<file path="src/hw/bxe_pkg.sv">
// package for the byte-op execute subset: op codes, flag layout, reset values
// assumes the surrounding core decodes instructions into bxe_op_t
package bxe_pkg;

    typedef enum logic [3:0] {
        BXE_OP_NONE = 4'h0,
        BXE_OP_ROT_LEFT = 4'h1,
        BXE_OP_ROT_RIGHT = 4'h2,
        BXE_OP_RETURN = 4'h3,
        BXE_OP_SLEEP = 4'h4,
        BXE_OP_SUB_LIT = 4'h5,
        BXE_OP_SUB_FILE = 4'h6,
        BXE_OP_SWAP = 4'h7,
        BXE_OP_XOR_LIT = 4'h8,
        BXE_OP_XOR_FILE = 4'h9
    } bxe_op_t;

    typedef enum logic [1:0] {
        BXE_ST_RUN = 2'b00,
        BXE_ST_RET2 = 2'b01,
        BXE_ST_SLEEP = 2'b10
    } bxe_state_t;

    localparam int BXE_DATA_W = 8;
    localparam int BXE_PC_W = 13;
    localparam int BXE_WDT_W = 8;
    localparam int BXE_PRE_W = 8;

    // flag positions inside the status vector
    localparam int BXE_FLAG_C = 0;
    localparam int BXE_FLAG_DC = 1;
    localparam int BXE_FLAG_Z = 2;
    localparam int BXE_FLAG_PD = 3;
    localparam int BXE_FLAG_TO = 4;
    localparam logic [4:0] BXE_FLAGS_RST = 5'h18;

    localparam logic [7:0] BXE_W_RST = 8'h00;
    localparam logic [12:0] BXE_PC_RST = 13'h0000;
    localparam logic [7:0] BXE_WDT_CLR = 8'h00;
    localparam logic [7:0] BXE_PRE_CLR = 8'h00;
    localparam logic [7:0] BXE_ZERO = 8'h00;

    typedef struct packed {
        bxe_op_t op;
        logic dest_file;
        logic [7:0] literal;
        logic [7:0] file_val;
    } bxe_instr_t;

    typedef struct packed {
        logic [7:0] value;
        logic c;
        logic dc;
        logic z;
    } bxe_alu_res_t;

endpackage : bxe_pkg

</file>
<file path="src/hw/bxe_core.sv">
// execute stage for a subset of an 8-bit core's byte operations
// assumes one instruction per cycle offered on INSTR_I with VALID_I; the file
// register value is read by the core beforehand and written back from FILE_WR_*
//
// What this block does
// - return pops stack into pc, two cycles
// - rotate right through carry, carry only
// - select bit picks accumulator or file destination
// - sleep clears powerdown, sets timeout flag
// - sleep zeroes watchdog counter and prescaler
// - after sleep, halt; no further instructions until WAKE_I
// - literal minus accumulator into accumulator
// - subtractions update carry, digit carry, zero
// - file minus accumulator, routed by select
// - swap nibbles, flags untouched
// - xor literal into accumulator, zero only
// - xor file, routed by select, zero only
`timescale 1ns/1ps
module bxe_core
    import bxe_pkg::*;
(
    input wire logic CLK_SYS_I,
    input wire logic RST_I,
    input wire logic VALID_I,
    input wire bxe_instr_t INSTR_I,
    input wire logic [12:0] STACK_TOP_ENTRY_I,
    input wire logic WAKE_I,
    input wire logic WDT_TICK_I,
    output logic READY_O,
    output logic [7:0] W_O,
    output logic [4:0] FLAGS_O,
    output logic FILE_WR_O,
    output logic [7:0] FILE_WR_DATA_O,
    output logic STACK_POP_O,
    output logic PC_LOAD_O,
    output logic [12:0] PC_O,
    output logic SLEEPING_O,
    output logic [7:0] WATCHDOG_COUNTER_O,
    output logic [7:0] WDT_PRESCALE_O
);

    ////////////////////////////////////////////////////////////////////////
    typedef struct packed {
        bxe_state_t st;
        logic [7:0] w;
        logic [4:0] flags;
        logic file_wr;
        logic [7:0] file_data;
        logic pop;
        logic pc_load;
        logic [12:0] pc;
        logic [7:0] wdt;
        logic [7:0] pre;
        logic ready;
        logic sleeping;
    } bxe_core_state_t;

    bxe_core_state_t s_q;
    bxe_core_state_t s_d;
    bxe_alu_res_t alu;
    logic take;

    bxe_alu bxe_alu_i (
        .op_i(INSTR_I.op),
        .w_i(s_q.w),
        .lit_i(INSTR_I.literal),
        .file_i(INSTR_I.file_val),
        .carry_i(s_q.flags[BXE_FLAG_C]),
        .res_o(alu)
    );

    ////////////////////////////////////////////////////////////////////////
    // no new instruction while finishing a return or asleep
    assign take = VALID_I && (s_q.st == BXE_ST_RUN);

    always_comb begin
        s_d = s_q;
        s_d.file_wr = 1'b0;
        s_d.pop = 1'b0;
        s_d.pc_load = 1'b0;
        // watchdog runs outside sleep clears; counter wraps
        if (WDT_TICK_I) begin
            {s_d.wdt, s_d.pre} = 16'({s_q.wdt, s_q.pre} + 16'h0001);
        end
        unique case (s_q.st)
            BXE_ST_RUN: begin
                if (take) begin
                    unique case (INSTR_I.op)
                        BXE_OP_RETURN: begin
                            s_d.pop = 1'b1;
                            s_d.pc = STACK_TOP_ENTRY_I;
                            s_d.pc_load = 1'b1;
                            s_d.st = BXE_ST_RET2;
                        end
                        BXE_OP_SLEEP: begin
                            s_d.flags[BXE_FLAG_PD] = 1'b0;
                            s_d.flags[BXE_FLAG_TO] = 1'b1;
                            s_d.wdt = BXE_WDT_CLR;
                            s_d.pre = BXE_PRE_CLR;
                            s_d.st = BXE_ST_SLEEP;
                        end
                        BXE_OP_SUB_LIT, BXE_OP_XOR_LIT: begin
                            s_d.w = alu.value;
                            s_d.flags[BXE_FLAG_Z] = alu.z;
                            if (INSTR_I.op == BXE_OP_SUB_LIT) begin
                                s_d.flags[BXE_FLAG_C] = alu.c;
                                s_d.flags[BXE_FLAG_DC] = alu.dc;
                            end
                        end
                        BXE_OP_SUB_FILE, BXE_OP_XOR_FILE, BXE_OP_SWAP,
                        BXE_OP_ROT_LEFT, BXE_OP_ROT_RIGHT: begin
                            if (INSTR_I.dest_file) begin
                                s_d.file_wr = 1'b1;
                                s_d.file_data = alu.value;
                            end else begin
                                s_d.w = alu.value;
                            end
                            if (INSTR_I.op == BXE_OP_SUB_FILE) begin
                                s_d.flags[BXE_FLAG_C] = alu.c;
                                s_d.flags[BXE_FLAG_DC] = alu.dc;
                                s_d.flags[BXE_FLAG_Z] = alu.z;
                            end
                            if (INSTR_I.op == BXE_OP_XOR_FILE) begin
                                s_d.flags[BXE_FLAG_Z] = alu.z;
                            end
                            if (INSTR_I.op == BXE_OP_ROT_LEFT ||
                                INSTR_I.op == BXE_OP_ROT_RIGHT) begin
                                s_d.flags[BXE_FLAG_C] = alu.c;
                            end
                        end
                        default: begin
                        end
                    endcase
                end
            end
            // second cycle of a return: a bubble, flags untouched
            BXE_ST_RET2: s_d.st = BXE_ST_RUN;
            BXE_ST_SLEEP: begin
                // oscillator halted, so the watchdog only advances by WDT_TICK_I
                if (WAKE_I) begin
                    s_d.st = BXE_ST_RUN;
                end
            end
            default: s_d.st = BXE_ST_RUN;
        endcase
        // status decoded ahead of the flop so the ports carry no decode logic
        s_d.ready = (s_d.st == BXE_ST_RUN);
        s_d.sleeping = (s_d.st == BXE_ST_SLEEP);
    end

    always_ff @(posedge CLK_SYS_I) begin
        if (RST_I) begin
            s_q <= '{st: BXE_ST_RUN, w: BXE_W_RST, flags: BXE_FLAGS_RST,
                     file_wr: 1'b0, file_data: BXE_ZERO, pop: 1'b0,
                     pc_load: 1'b0, pc: BXE_PC_RST, wdt: BXE_WDT_CLR,
                     pre: BXE_PRE_CLR, ready: 1'b1, sleeping: 1'b0};
        end else begin
            s_q <= s_d;
        end
    end

    ////////////////////////////////////////////////////////////////////////
    assign READY_O = s_q.ready;
    assign W_O = s_q.w;
    assign FLAGS_O = s_q.flags;
    assign FILE_WR_O = s_q.file_wr;
    assign FILE_WR_DATA_O = s_q.file_data;
    assign STACK_POP_O = s_q.pop;
    assign PC_LOAD_O = s_q.pc_load;
    assign PC_O = s_q.pc;
    assign SLEEPING_O = s_q.sleeping;
    assign WATCHDOG_COUNTER_O = s_q.wdt;
    assign WDT_PRESCALE_O = s_q.pre;

    ////////////////////////////////////////////////////////////////////////
    a_return_two_cycle: assert property (@(posedge CLK_SYS_I) disable iff (RST_I)
        take && INSTR_I.op == BXE_OP_RETURN |=> STACK_POP_O && PC_O == $past(STACK_TOP_ENTRY_I)
        && !READY_O && $stable(FLAGS_O) ##1 READY_O)
        else $error("return did not pop and stall one cycle");
    a_rot_right: assert property (@(posedge CLK_SYS_I) disable iff (RST_I)
        take && INSTR_I.op == BXE_OP_ROT_RIGHT && !INSTR_I.dest_file |=>
        W_O == {$past(FLAGS_O[BXE_FLAG_C]), $past(INSTR_I.file_val[7:1])}
        && FLAGS_O[BXE_FLAG_C] == $past(INSTR_I.file_val[0]))
        else $error("rotate right result wrong");
    a_dest_file: assert property (@(posedge CLK_SYS_I) disable iff (RST_I)
        take && INSTR_I.op == BXE_OP_SWAP && INSTR_I.dest_file |=>
        FILE_WR_O && $stable(W_O)) else $error("file destination not honoured");
    a_sleep_flags: assert property (@(posedge CLK_SYS_I) disable iff (RST_I)
        take && INSTR_I.op == BXE_OP_SLEEP |=> !FLAGS_O[BXE_FLAG_PD] && FLAGS_O[BXE_FLAG_TO]
        && FLAGS_O[2:0] == $past(FLAGS_O[2:0])) else $error("sleep flags wrong");
    a_sleep_wdt: assert property (@(posedge CLK_SYS_I) disable iff (RST_I)
        take && INSTR_I.op == BXE_OP_SLEEP |=> WATCHDOG_COUNTER_O == BXE_WDT_CLR
        && WDT_PRESCALE_O == BXE_PRE_CLR) else $error("watchdog not cleared by sleep");
    a_sleep_halt: assert property (@(posedge CLK_SYS_I) disable iff (RST_I)
        SLEEPING_O && !WAKE_I |=> SLEEPING_O && !FILE_WR_O && $stable(W_O))
        else $error("instruction executed while asleep");
    a_sub_lit: assert property (@(posedge CLK_SYS_I) disable iff (RST_I)
        take && INSTR_I.op == BXE_OP_SUB_LIT |=>
        W_O == 8'($past(INSTR_I.literal) - $past(W_O)))
        else $error("literal subtract wrong");
    a_sub_carry: assert property (@(posedge CLK_SYS_I) disable iff (RST_I)
        take && INSTR_I.op == BXE_OP_SUB_FILE |=>
        FLAGS_O[BXE_FLAG_C] == ($past(INSTR_I.file_val) >= $past(W_O))
        && $stable(FLAGS_O[4:3])) else $error("subtract carry wrong");
    a_xor_lit: assert property (@(posedge CLK_SYS_I) disable iff (RST_I)
        take && INSTR_I.op == BXE_OP_XOR_LIT |=> W_O == ($past(W_O) ^ $past(INSTR_I.literal))
        && FLAGS_O[BXE_FLAG_Z] == (W_O == BXE_ZERO) && $stable(FLAGS_O[1:0]))
        else $error("xor literal wrong");
    a_sub_file_dest: assert property (@(posedge CLK_SYS_I) disable iff (RST_I)
        take && INSTR_I.op == BXE_OP_SUB_FILE && INSTR_I.dest_file |=> FILE_WR_O
        && FILE_WR_DATA_O == 8'($past(INSTR_I.file_val) - $past(W_O))
        && $stable(W_O))
        else $error("file subtract result misrouted");
    a_swap_nibbles: assert property (@(posedge CLK_SYS_I) disable iff (RST_I)
        take && INSTR_I.op == BXE_OP_SWAP && !INSTR_I.dest_file |=>
        W_O == {$past(INSTR_I.file_val[3:0]), $past(INSTR_I.file_val[7:4])}
        && $stable(FLAGS_O))
        else $error("nibble swap wrong");
    a_xor_file_flags: assert property (@(posedge CLK_SYS_I) disable iff (RST_I)
        take && INSTR_I.op == BXE_OP_XOR_FILE |=>
        $stable(FLAGS_O[1:0]) && $stable(FLAGS_O[4:3])
        && FLAGS_O[BXE_FLAG_Z] == ($past(W_O) == $past(INSTR_I.file_val)))
        else $error("xor file flags wrong");
    a_rot_left: assert property (@(posedge CLK_SYS_I) disable iff (RST_I)
        take && INSTR_I.op == BXE_OP_ROT_LEFT && !INSTR_I.dest_file |=>
        W_O == {$past(INSTR_I.file_val[6:0]), $past(FLAGS_O[BXE_FLAG_C])}
        && FLAGS_O[BXE_FLAG_C] == $past(INSTR_I.file_val[7])
        && $stable(FLAGS_O[4:1]))
        else $error("rotate left result wrong");

endmodule : bxe_core

</file>
<file path="src/hw/bxe_alu.sv">
// combinational byte alu for subtract, xor, swap and rotates
// assumes operands are stable for the cycle; flags are raw, caller masks them
`timescale 1ns/1ps
module bxe_alu
    import bxe_pkg::*;
(
    input wire bxe_op_t op_i,
    input wire logic [7:0] w_i,
    input wire logic [7:0] lit_i,
    input wire logic [7:0] file_i,
    input wire logic carry_i,
    output bxe_alu_res_t res_o
);
    logic [8:0] diff;
    logic [4:0] ndiff;
    logic [7:0] minuend;

    always_comb begin
        minuend = (op_i == BXE_OP_SUB_LIT) ? lit_i : file_i;
        // carry set means no borrow, so add the complement plus one
        diff = {1'b0, minuend} + {1'b0, ~w_i} + 9'h001;
        ndiff = {1'b0, minuend[3:0]} + {1'b0, ~w_i[3:0]} + 5'h01;
        res_o = '0;
        res_o.c = carry_i;
        unique case (op_i)
            BXE_OP_SUB_LIT, BXE_OP_SUB_FILE: begin
                res_o.value = diff[7:0];
                res_o.c = diff[8];
                res_o.dc = ndiff[4];
            end
            BXE_OP_XOR_LIT: res_o.value = w_i ^ lit_i;
            BXE_OP_XOR_FILE: res_o.value = w_i ^ file_i;
            BXE_OP_SWAP: res_o.value = {file_i[3:0], file_i[7:4]};
            BXE_OP_ROT_RIGHT: begin
                res_o.value = {carry_i, file_i[7:1]};
                res_o.c = file_i[0];
            end
            BXE_OP_ROT_LEFT: begin
                res_o.value = {file_i[6:0], carry_i};
                res_o.c = file_i[7];
            end
            default: res_o.value = BXE_ZERO;
        endcase
        res_o.z = (res_o.value == BXE_ZERO);
    end
endmodule : bxe_alu

</file>
<file path="config.mk">
export PLATFORM = sky130hd
export DESIGN_NAME = bxe_core
export DESIGN_NICKNAME = d
export VERILOG_FILES = /design/src/hw/bxe_pkg.sv /design/src/hw/bxe_core.sv /design/src/hw/bxe_alu.sv
export SDC_FILE = /design/constraint.sdc
export NUM_CORES = 1
export LEC_CHECK = 0
export ABC_CLOCK_PERIOD_IN_PS = 6720
export BUFFER_PORTS_ARGS = -buffer_cell sky130_fd_sc_hd__buf_2
export CAP_MARGIN = 20
export CORE_ASPECT_RATIO = 1.1
export CORE_MARGIN = 3
export CORE_UTILIZATION = 40
export CTS_CLUSTER_SIZE = 16
export DETAILED_ROUTE_END_ITERATION = 10
export GPL_TIMING_DRIVEN = 0
export PLACE_DENSITY = 0.66
export SLEW_MARGIN = 20
export SYNTH_ARGS = -nofsm -noshare
export SYNTH_HDL_FRONTEND = slang
export SYNTH_SLANG_ARGS = --single-unit
</file>
<file path="constraint.sdc">
create_clock -name CLK_SYS_I -period 6.72 [get_ports CLK_SYS_I]
set_clock_uncertainty 0.1 [all_clocks]
set_input_delay 0 -clock CLK_SYS_I [delete_from_list [all_inputs] [get_ports CLK_SYS_I]]
set_output_delay 0 -clock CLK_SYS_I [all_outputs]
set_load 0.02 [all_outputs]
</file>
# ---- Word-level counts from Yosys, hierarchy flattened
# Cells that the tools add are included.
dict set report word_totals {
  regBits 56
  inputBits 39
  out_inout_bits 55
}
dict set report op_classes {
  n_addsub 5
  eq_ne 16
  muxes 22
  bitwise 7
  reduce_logical 18
}
# cell n
set ops {}
lappend ops {{55-bit two-way mux} 1}
lappend ops {{16-bit two-way mux} 3}
lappend ops {{8-bit case mux with 6 select lines} 1}
lappend ops {{9-bit two-way mux} 2}
lappend ops {{16-bit by 1-bit adder with 16-bit output, second input constant} 1}
lappend ops {{4-bit by 3-bit == test with 1-bit output, second input constant} 4}
lappend ops {{8-bit two-way mux} 2}
lappend ops {{8-bit case mux with 2 select lines} 1}
lappend ops {{8-bit bitwise XOR} 2}
lappend ops {{15-bit two-way mux} 1}
lappend ops {{4-bit AND reduction} 3}
lappend ops {{5-bit AND reduction} 2}
lappend ops {{8-bit by 8-bit adder with 9-bit output} 1}
lappend ops {{9-bit by 1-bit adder with 9-bit output, second input constant} 1}
lappend ops {{4-bit by 2-bit == test with 1-bit output, second input constant} 2}
lappend ops {{4-bit == test, second input constant} 2}
lappend ops {{8-bit logical NOT} 1}
lappend ops {{8-bit inverter} 1}
lappend ops {{2-bit case mux with 2 select lines} 2}
lappend ops {{2-bit inequality test, second input constant} 3}
lappend ops {{3-bit inequality test, second input constant} 2}
lappend ops {{3-bit case mux with 2 select lines} 1}
lappend ops {{3-bit AND reduction} 2}
lappend ops {{4-bit by 4-bit adder with 5-bit output} 1}
lappend ops {{other kinds (17)} 26}

# ---- Longest topological paths before layout
# Gate-level depths: netlist (run 1).
dict set report logic_depth {
  word_depth 12
  depth_mapped 13
  mapped_depth_nobuf 12
}

# ---- Modules after synthesis
# Synthesis (run 1) repeated with hierarchy kept, for this count alone.
dict set report unflattened {
  hier_cells 439
  area_unflattened_um2 3773.6
}
# module n_inst cells_each area_each_um2 seq_area_each_um2
set by_module_without_submodules {}
lappend by_module_without_submodules {bxe_core 1 295 2697.6 1101.1}
lappend by_module_without_submodules {bxe_alu 1 144 1076.0 0.0}

# ---- Worst setup path after synthesis (run 1)
# Ideal clock, no wire load.
dict set report synth_timing {
  kind {input to register}
  from {in INSTR_I[19] (netlist name)}
  to {reg s_q, in the netlist W_O[6]}
  setup_time_ps 134
  arrival_ps 2632
  path_slack_ps 3854
  cell_stages 13
  n_path_buf 1
  cell_sequence {buf_2 nand2b_1 nor2_1 mux2i_1 ha_1 fa_1 nand2b_1 a21oi_1 a31oi_1 xnor2_1 a221oi_1 nor2b_1 a211oi_1}
}
dict set report synth_via {
  elab_chain_len 7
}
# item line
set synth_rtl {}
lappend synth_rtl {{from (decl)} bxe_core.sv:25} ;# input wire bxe_instr_t INSTR_I,
lappend synth_rtl {{4-bit by 3-bit == test with 1-bit output} {bxe_core.sv:88, bxe_alu.sv:19, bxe_alu.sv:25}}
lappend synth_rtl {{8-bit two-way mux} bxe_alu.sv:19} ;# minuend = (op_i == BXE_OP_SUB_LIT) ? lit_i : file_i;
lappend synth_rtl {{8-bit by 8-bit adder with 9-bit output} bxe_alu.sv:21} ;# diff = {1'b0, minuend} + {1'b0, ~w_i} + 9'h001;
lappend synth_rtl {{9-bit by 1-bit adder with 9-bit output} bxe_alu.sv:21}
lappend synth_rtl {{8-bit case mux with 6 select lines} bxe_alu.sv:25} ;# unique case (op_i)
lappend synth_rtl {{8-bit two-way mux} bxe_core.sv:112} ;# if (INSTR_I.dest_file) begin
lappend synth_rtl {{8-bit case mux with 2 select lines} bxe_core.sv:88} ;# unique case (INSTR_I.op)
lappend synth_rtl {{to (signal assigned)} bxe_core.sv:153} ;# s_q <= '{st: BXE_ST_RUN, w: BXE_W_RST, flags: BXE_FLAGS_RST,
lappend synth_rtl {{to (decl)} bxe_core.sv:58} ;# bxe_core_state_t s_q;
# Several ways; a longest one is shown, not always the timed one. The select of a mux whose other input is x is not followed.
# A chain may end at the register's enable or synchronous reset.

# ---- Final worst setup path (run 1)
dict set report layout_timing {
  from {in INSTR_I[20] (netlist name)}
  to {reg s_q, in the netlist FLAGS_O[2]}
}
dict set report layout_via {
  elab_chain_len 9
}
# item line
set layout_rtl {}
lappend layout_rtl {{4-bit by 3-bit == test with 1-bit output} {bxe_core.sv:88, bxe_alu.sv:19, bxe_alu.sv:25}}
lappend layout_rtl {{8-bit two-way mux} bxe_alu.sv:19}
lappend layout_rtl {{8-bit by 8-bit adder with 9-bit output} bxe_alu.sv:21}
lappend layout_rtl {{9-bit by 1-bit adder with 9-bit output} bxe_alu.sv:21}
lappend layout_rtl {{8-bit case mux with 6 select lines} bxe_alu.sv:25}
lappend layout_rtl {{8-bit logical NOT} bxe_alu.sv:44} ;# res_o.z = (res_o.value == BXE_ZERO);
lappend layout_rtl {{3-bit two-way mux} bxe_core.sv:118} ;# if (INSTR_I.op == BXE_OP_SUB_FILE) begin
lappend layout_rtl {{1-bit two-way mux} bxe_core.sv:123} ;# if (INSTR_I.op == BXE_OP_XOR_FILE) begin
lappend layout_rtl {{3-bit case mux with 2 select lines} bxe_core.sv:88}
# Several ways; a longest one is shown, not always the timed one. The select of a mux whose other input is x is not followed.

==> summary.md, run 1 <==
| Metric | Value |
|---|---|
| Status | finished, final reports clean |
| Buffers on Ports | 91 |
| DIE AREA | 0.00974 mm^2 |
| Post-synth top area share | 32.1% |
| RSZ-0062 raised after global routing | false |
| Total GRT Usage | 17.7% |
| Setup CP Type | in2reg |
| Clock slew at reported path FFs | 90 ps |
| Final Instance Area | 0.00427 mm^2 |
| Cell mode on critical path | nand2b_1 |
| Final layout net count | 567 |
| Cell count along the critical path | 13 |
| Number of routed nets with antenna violations | 0 |
| Slew Limit Headroom | 48.0% |
| DR iter-0 viols | 128 |
| FF-to-FF End | FLAGS_O[2]$_SDFFE_PP0P_ |
| Post-synth top area cell | dfxtp_1 |
| Cts repair resizes | 0 |
| Avg Synthesized Cell Area | 8.52 um^2 |
| Upper clock frequency limit | 302 MHz |
| Post-CTS Repair Setup Buffers | 0 |
| Critical path's top delay family | simple AND/OR/NAND/NOR gates |
| Final hold violations | 0 |
| Critical Path End Type | flip-flop |
| Layout Area Growth over Synthesis | 24.4% |
| Pre-CTS setup slack | 3130 ps |
| Startpoint Class | input port |
| CP peak stage delay | 640 ps |
| Congestion Overflow GR | 0 |
| Vias after detailed routing | 3,084 |
| Die Ht | 103 um |
| Most frequent cell after synthesis | dfxtp_1 |
| Largest net degree at the start of global routing | 18 |
| IO Pins | 94 |
| Via density | 4.93 |
| Avg WL per Cell | 13.9 um |
| PwrDens | 161 mW/mm^2 |
| Syn Inst Count | 403 |
| Required @ worst endpoint | 6860 ps |
| Minimum clock period | 3310 ps |
| CTS tree | built |
| Max FO, Critical Path | 8 |
| Max_cap viols | 0 |
| Gp weighted congestion | 0.935 |
| Clock Tree Root | clkbuf_8 |
| Main area contributors after synthesis | dfxtp_1 (32%), buf_4 (11%), mux2i_1 (7.6%), nor2_1 (5.6%), xnor2_1 (4.3%) |
| Synth cell count leaders | dfxtp_1 (55), buf_4 (51), nor2_1 (51) |
| DR DRC count | 0 |
| Pre-antenna DRT Iters | 4 |
| Placed inst area | 0.00403 mm^2 |
| Hold Crit Class | in2reg |
| Synth cell types | 47 |
| # H-tree levels | 2 |
| Die X | 94.4 um |
| CP endpoint | FLAGS_O[2]$_SDFFE_PP0P_ |
| Worst setup startpoint | INSTR_I[20] |
| Share of cells above drive strength 1 | 32.2% |
| Lkg Pwr | 2.04 nW |
| Final Worst Setup Slack | 3410 ps |
| Initial antenna violation count | 0 |
| DRT Wirelength | 8680 um |
| Clock buffer count from CTS | 5 |
| Maximum vdd drop | 0.0960 mV |
| Clock sink count | 55 |
| Most used flip-flop cell after synthesis | dfxtp_1 |
| ANT cells | 0 |
| Fin Setup TNS | 0 ps |
| Final HPWL DP | 6700 um |
| Critical Path AT | 3450 ps |
| Max Slew Vio Count | 0 |
| Syn_nets | 453 |
| Tightest Pin Transition | 777 ps |
| First-pass GRT wire length | 13,600 um |
| Flops & latches, synth | 55 |
| # setup viols final | 0 |
| Fraction of registers with async set/reset | 0% |
| Clock Latency Late Sink | 310 ps |
| Seq/Total Area, Yosys | 32.1% |
| Worst path cell trace | buf_2 > nand2b_1 > nor2_1 > mux2i_1 > ha_1 > fa_1 > nand2b_1 > a21oi_1 > a31oi_1 > xnor2_1 > a221oi_1 > nand4_1 > o21ai_1 |
| Worst path bufs/invs | 1 |
| Crit-path slowest cell | nor2_1 |
| Warnings from Yosys | 0 |
| Reg2reg path depth | 9 |
| R2r setup slk | 3910 ps |
| Mapped Area | 0.00343 mm^2 |
| CTS Buffer Depth | 2 |
| Initial Util | 42.3% |
| Final Cycle Share | 49.2% |
| Vias in the first global route | 2,819 |
| Row count | 34 |
| Core Region | 0.00813 mm^2 |
| Number of synthesized flops with an enable pin | 0 |
| Post-CTS Hold Buffers | 16 |
| R2r startpoint | W_O[0]$_SDFFE_PP0P_ |
[layout make-up]
cell class	count	area, um^2
Buffer	68	463
Clock buffer	6	72.6
Clock inverter	2	16.3
Fill cell	785	3850
Inverter	9	33.8
Multi-Input combinational cell	271	1840
Sequential cell	55	1100
Tap cell	108	135
Timing Repair Buffer	107	616
[cell families after synthesis]
| logic type | after synthesis | synth area share [%] |
|---|---|---|
| AOI/OAI and AO/OA | 63 | 12.8 |
| xor gates and xnor gates | 27 | 6.89 |
| and+or+nand+nor | 136 | 19.6 |
| muxes | 33 | 9.87 |
| DFF | 55 | 32.1 |
| other | 1 | 0.109 |
| buffers and inverters | 77 | 14.5 |
| adders and majority gates | 11 | 4.23 |
[through the flow]
step / total power [mW] / utilization, % / hold slack, ps / instances
after CTS: 0.702 / 52.6 / 0.242 / 626
after global routing: 0.728 / 52.6 / 86.4 / 626
after global placement: 0.503 / 49.5 / 133 / 602
after floorplan: 0.457 / - / 43.9 / 403
final: 0.690 / 52.6 / 12.6 / 626
after detailed placement: 0.505 / 49.5 / 138 / 602
[layout by cell type (no fill, tap or decap), types with 2 or more instances in the layout]
cell | netlist | layout
clkbuf_8 | 0 | 5
dlygate4sd3_1 | 0 | 16
a221oi_1 | 4 | 4
a21oi_1 | 13 | 13
mux2i_1 | 26 | 26
buf_2 | 7 | 98
o2bb2ai_1 | 2 | 2
xor2_1 | 10 | 10
nor3_1 | 6 | 6
nand2b_1 | 8 | 8
nor2_1 | 51 | 51
and3_1 | 8 | 8
nand3_1 | 8 | 8
o21ai_0 | 8 | 8
nand4_1 | 5 | 5
nand3b_1 | 2 | 2
clkbuf_1 | 9 | 10
nor2b_1 | 12 | 12
a21o_1 | 5 | 5
a31oi_1 | 2 | 2
ha_1 | 10 | 10
xnor2_1 | 17 | 17
a211oi_1 | 15 | 15
o21ai_1 | 2 | 2
and4_1 | 2 | 2
a22oi_1 | 3 | 3
dfxtp_1 | 55 | 55
mux2_2 | 7 | 7
inv_1 | 9 | 9
and2_1 | 6 | 6
nand2_1 | 20 | 20
or3_1 | 3 | 3
o21a_1 | 2 | 2
buf_4 | 51 | 51
[where the power goes]
part           leakage [nW]  internal (mW)  total [mW]  switching [mW]
clock network        0.0418         0.0751       0.185           0.110
logic                  1.55         0.0750       0.163          0.0881
registers             0.445          0.334       0.342         0.00778
[registers in the layout (all words and copies together), names as in the netlist, named ones only]
name	cells
READY_O	1
FILE_WR_O	1
WDT_PRESCALE_O	8
FILE_WR_DATA_O	8
PC_O	13
FLAGS_O	3
W_O	8
STACK_POP_O	1
SLEEPING_O	1
WATCHDOG_COUNTER_O	8
s_q	2
[layer usage]
metal  up-vias  global-route usage [%]  wire, um
met5         -                       0         0
met4         0                    4.11        78
met3         4                    2.97       408
met2        78                    31.9      4400
met1      1433                    22.0      3790
li1       1569                       -         -
[worst reg2reg max path, stage by stage (launching register included)]
cell      delay (ps)
dfxtp_1          370
ha_1             240
fa_1             410
nand2b_1         160
a21oi_1          320
a31oi_1          190
xnor2_1          150
a221oi_1         440
nand4_1          200
o21ai_1          170
[worst min path at each step]
stage	start	endpoint	slack, ps	cells past startpoint
detailed placement	STACK_TOP_ENTRY_I[6]	PC_O[6]$_SDFFE_PP0P_	140	3
global placement	STACK_TOP_ENTRY_I[12]	PC_O[12]$_SDFFE_PP0P_	130	3
CTS	VALID_I	FLAGS_O[1]$_SDFFE_PP0P_	0.2	4
floorplan	STACK_TOP_ENTRY_I[0]	PC_O[0]$_SDFFE_PP0P_	40	2
finish	VALID_I	FLAGS_O[1]$_SDFFE_PP0P_	10	4
global route	INSTR_I[18]	SLEEPING_O$_SDFF_PP0_	90	3
Power figures use the tool's default switching activity.
==> run 2: changes to the inputs <==
--- a/config.mk
+++ b/config.mk
@@ -5,7 +5,7 @@
 export SDC_FILE = /design/constraint.sdc
 export NUM_CORES = 1
 export LEC_CHECK = 0
-export ABC_CLOCK_PERIOD_IN_PS = 6720
+export ABC_CLOCK_PERIOD_IN_PS = 3340
 export BUFFER_PORTS_ARGS = -buffer_cell sky130_fd_sc_hd__buf_2
 export CAP_MARGIN = 20
 export CORE_ASPECT_RATIO = 1.1
==> constraint.sdc (replaced) <==
create_clock -name CLK_SYS_I -period 3.34 [get_ports CLK_SYS_I]
set_clock_uncertainty 0.1 [all_clocks]
set_input_delay 0 -clock CLK_SYS_I [delete_from_list [all_inputs] [get_ports CLK_SYS_I]]
set_output_delay 0 -clock CLK_SYS_I [all_outputs]
set_load 0.02 [all_outputs]
==> run 2 against run 1 <==
Compared with the run above:
- sequential cell count did not move
- via count down 0.49%
- combinational power is 100% higher
- register-to-register slack got worse by 3400 ps
- highest routed layer unchanged
==> summary.md, run 2 (synthesized netlist as in run 1, its figures left out) <==
| Metric | Value |
|---|---|
| Upper clock frequency limit | 325 MHz |
| CTS Buffer Depth | 2 |
| Post-CTS Repair Setup Buffers | 0 |
| Worst path cell trace | buf_2 > nand2b_1 > nor2_2 > mux2i_1 > ha_1 > fa_1 > nand2b_1 > a21oi_1 > a31oi_1 > xnor2_1 > a221oi_1 > nand4_1 > o21ai_1 |
| Tightest Pin Transition | 603 ps |
| R2r startpoint | W_O[0]$_SDFFE_PP0P_ |
| ANT cells | 0 |
| PwrDens | 325 mW/mm^2 |
| Lkg Pwr | 2.04 nW |
| Critical Path End Type | flip-flop |
| Reg2reg path depth | 9 |
| Clock Tree Root | clkbuf_8 |
| Required @ worst endpoint | 3480 ps |
| RSZ-0062 raised after global routing | false |
| Final Cycle Share | 92.0% |
| Die X | 94.4 um |
| # setup viols final | 0 |
| Clock Latency Late Sink | 310 ps |
| Avg WL per Cell | 13.9 um |
| Final layout net count | 567 |
| # H-tree levels | 2 |
| DIE AREA | 0.00974 mm^2 |
| Most common cell after layout, fill and taps aside | buf_2 |
| Core Region | 0.00813 mm^2 |
| Fin Setup TNS | 0 ps |
| DR DRC count | 0 |
| Gp weighted congestion | 0.935 |
| Initial antenna violation count | 0 |
| Hold Path Depth | 4 |
| Status | finished, final reports clean |
| Post-route insts no fill | 626 |
| Layout Area Growth over Synthesis | 24.5% |
| Crit-path slowest cell | nor2_2 |
| Via density | 4.90 |
| Finished Core Util | 52.6% |
| Placed inst area | 0.00403 mm^2 |
| Most frequent cells in the layout | buf_2 (98), dfxtp_1 (55), buf_4 (51), nor2_1 (50), mux2i_1 (26) |
| Hold endpoint | FLAGS_O[1]$_SDFFE_PP0P_ |
| Share of cells above drive strength 1 | 32.4% |
| Initial Util | 42.3% |
| Row count | 34 |
| DR iter-0 viols | 158 |
| Startpoint Class | input port |
| DRT Wirelength | 8680 um |
| Buffers on Ports | 91 |
| Final hold violations | 0 |
| Max_cap viols | 0 |
| FF-to-FF End | FLAGS_O[2]$_SDFFE_PP0P_ |
| Vias after detailed routing | 3,069 |
| Minimum clock period | 3070 ps |
| Final Worst Setup Slack | 266 ps |
| Slew Limit Headroom | 59.5% |
| Hold Crit Class | in2reg |
| Placed cell count | 602 |
| Number of routed nets with antenna violations | 0 |
| Hold Worst Slack | 10.5 ps |
| Largest register FFs | 13 |
| Clock slew at reported path FFs | 90 ps |
| Max FO, Critical Path | 8 |
| Die Ht | 103 um |
| Setup CP Type | in2reg |
| Pwr Total | 1.39 mW |
| Pre-antenna DRT Iters | 4 |
| Final HPWL DP | 6700 um |
| IO Pins | 94 |
| Largest net degree at the start of global routing | 18 |
| Congestion Overflow GR | 0 |
| R2r setup slk | 540 ps |
| # fillers | 785 |
| Pre-CTS setup slack | -253 ps |
| Final Instance Area | 0.00428 mm^2 |
| CTS tree | built |
| CP peak stage delay | 450 ps |
| Vias in the first global route | 2,819 |
| Max Slew Vio Count | 0 |
| First-pass GRT wire length | 13,600 um |
| Total GRT Usage | 17.7% |
| Min-delay src | VALID_I |
| Maximum vdd drop | 0.193 mV |
| Cell mode on critical path | nand2b_1 |
| Clock buffer count from CTS | 5 |
| Critical Path AT | 3220 ps |
| Clock sink count | 55 |
==> run 2: worst max-delay path by stage <==
stage,slack [ps],start,cells past startpoint,endpoint
global route,70,INSTR_I[19],13,FLAGS_O[2]$_SDFFE_PP0P_
detailed placement,-250,INSTR_I[20],13,FLAGS_O[2]$_SDFFE_PP0P_
floorplan,470,INSTR_I[19],13,W_O[6]$_SDFFE_PP0P_
global placement,-260,INSTR_I[20],13,FLAGS_O[2]$_SDFFE_PP0P_
CTS,70,INSTR_I[20],13,FLAGS_O[2]$_SDFFE_PP0P_
finish,270,INSTR_I[20],13,FLAGS_O[2]$_SDFFE_PP0P_
==> run 2: critical path: cells and delay by family <==
| family | cells | cell delay [ps] |
|---|---|---|
| buffers and inverters | 1 | 110 |
| AOI/OAI and AO/OA | 4 | 1120 |
| and+or+nand+nor | 4 | 1010 |
| xor gates and xnor gates | 1 | 150 |
| muxes | 1 | 190 |
| adders and majority gates | 2 | 640 |
==> run 2: cell type report <==
class | count | area (um^2) | area share (%)
multi-input combinational | 271 | 1840 | 43.0
clock buffer | 6 | 72.6 | 1.70
sequential | 55 | 1100 | 25.7
buffer | 68 | 463 | 10.8
inverter | 9 | 33.8 | 0.790
clock inverter | 2 | 16.3 | 0.380
timing repair buffer | 107 | 616 | 14.4
tap | 108 | 135 | 3.16
==> run 2: per-layer routing <==
| layer | vias to the layer above | global-route usage (%) | wire, um | share of wire (%) |
|---|---|---|---|---|
| li1 | 1567 | - | - | - |
| met1 | 1425 | 22.0 | 3810 | 44 |
| met2 | 73 | 31.9 | 4400 | 51 |
| met3 | 4 | 2.97 | 388 | 4.5 |
| met4 | 0 | 4.11 | 78 | 0.90 |
| met5 | - | 0 | 0 | 0 |
==> run 2: timing repair <==
action	4_1_cts	5_1_grt
hold buffers	16	0
setup endpoints to repair	0	2
hold endpoints to repair	21	0
gates resized for setup	0	1
==> run 2: where the power goes <==
| part | switching, mW | internal [mW] | leakage (nW) |
|---|---|---|---|
| Clock | 0.220 | 0.151 | 0.0418 |
| Combinational | 0.177 | 0.151 | 1.55 |
| Sequential | 0.0156 | 0.673 | 0.445 |
| Total | 0.413 | 0.975 | 2.04 |
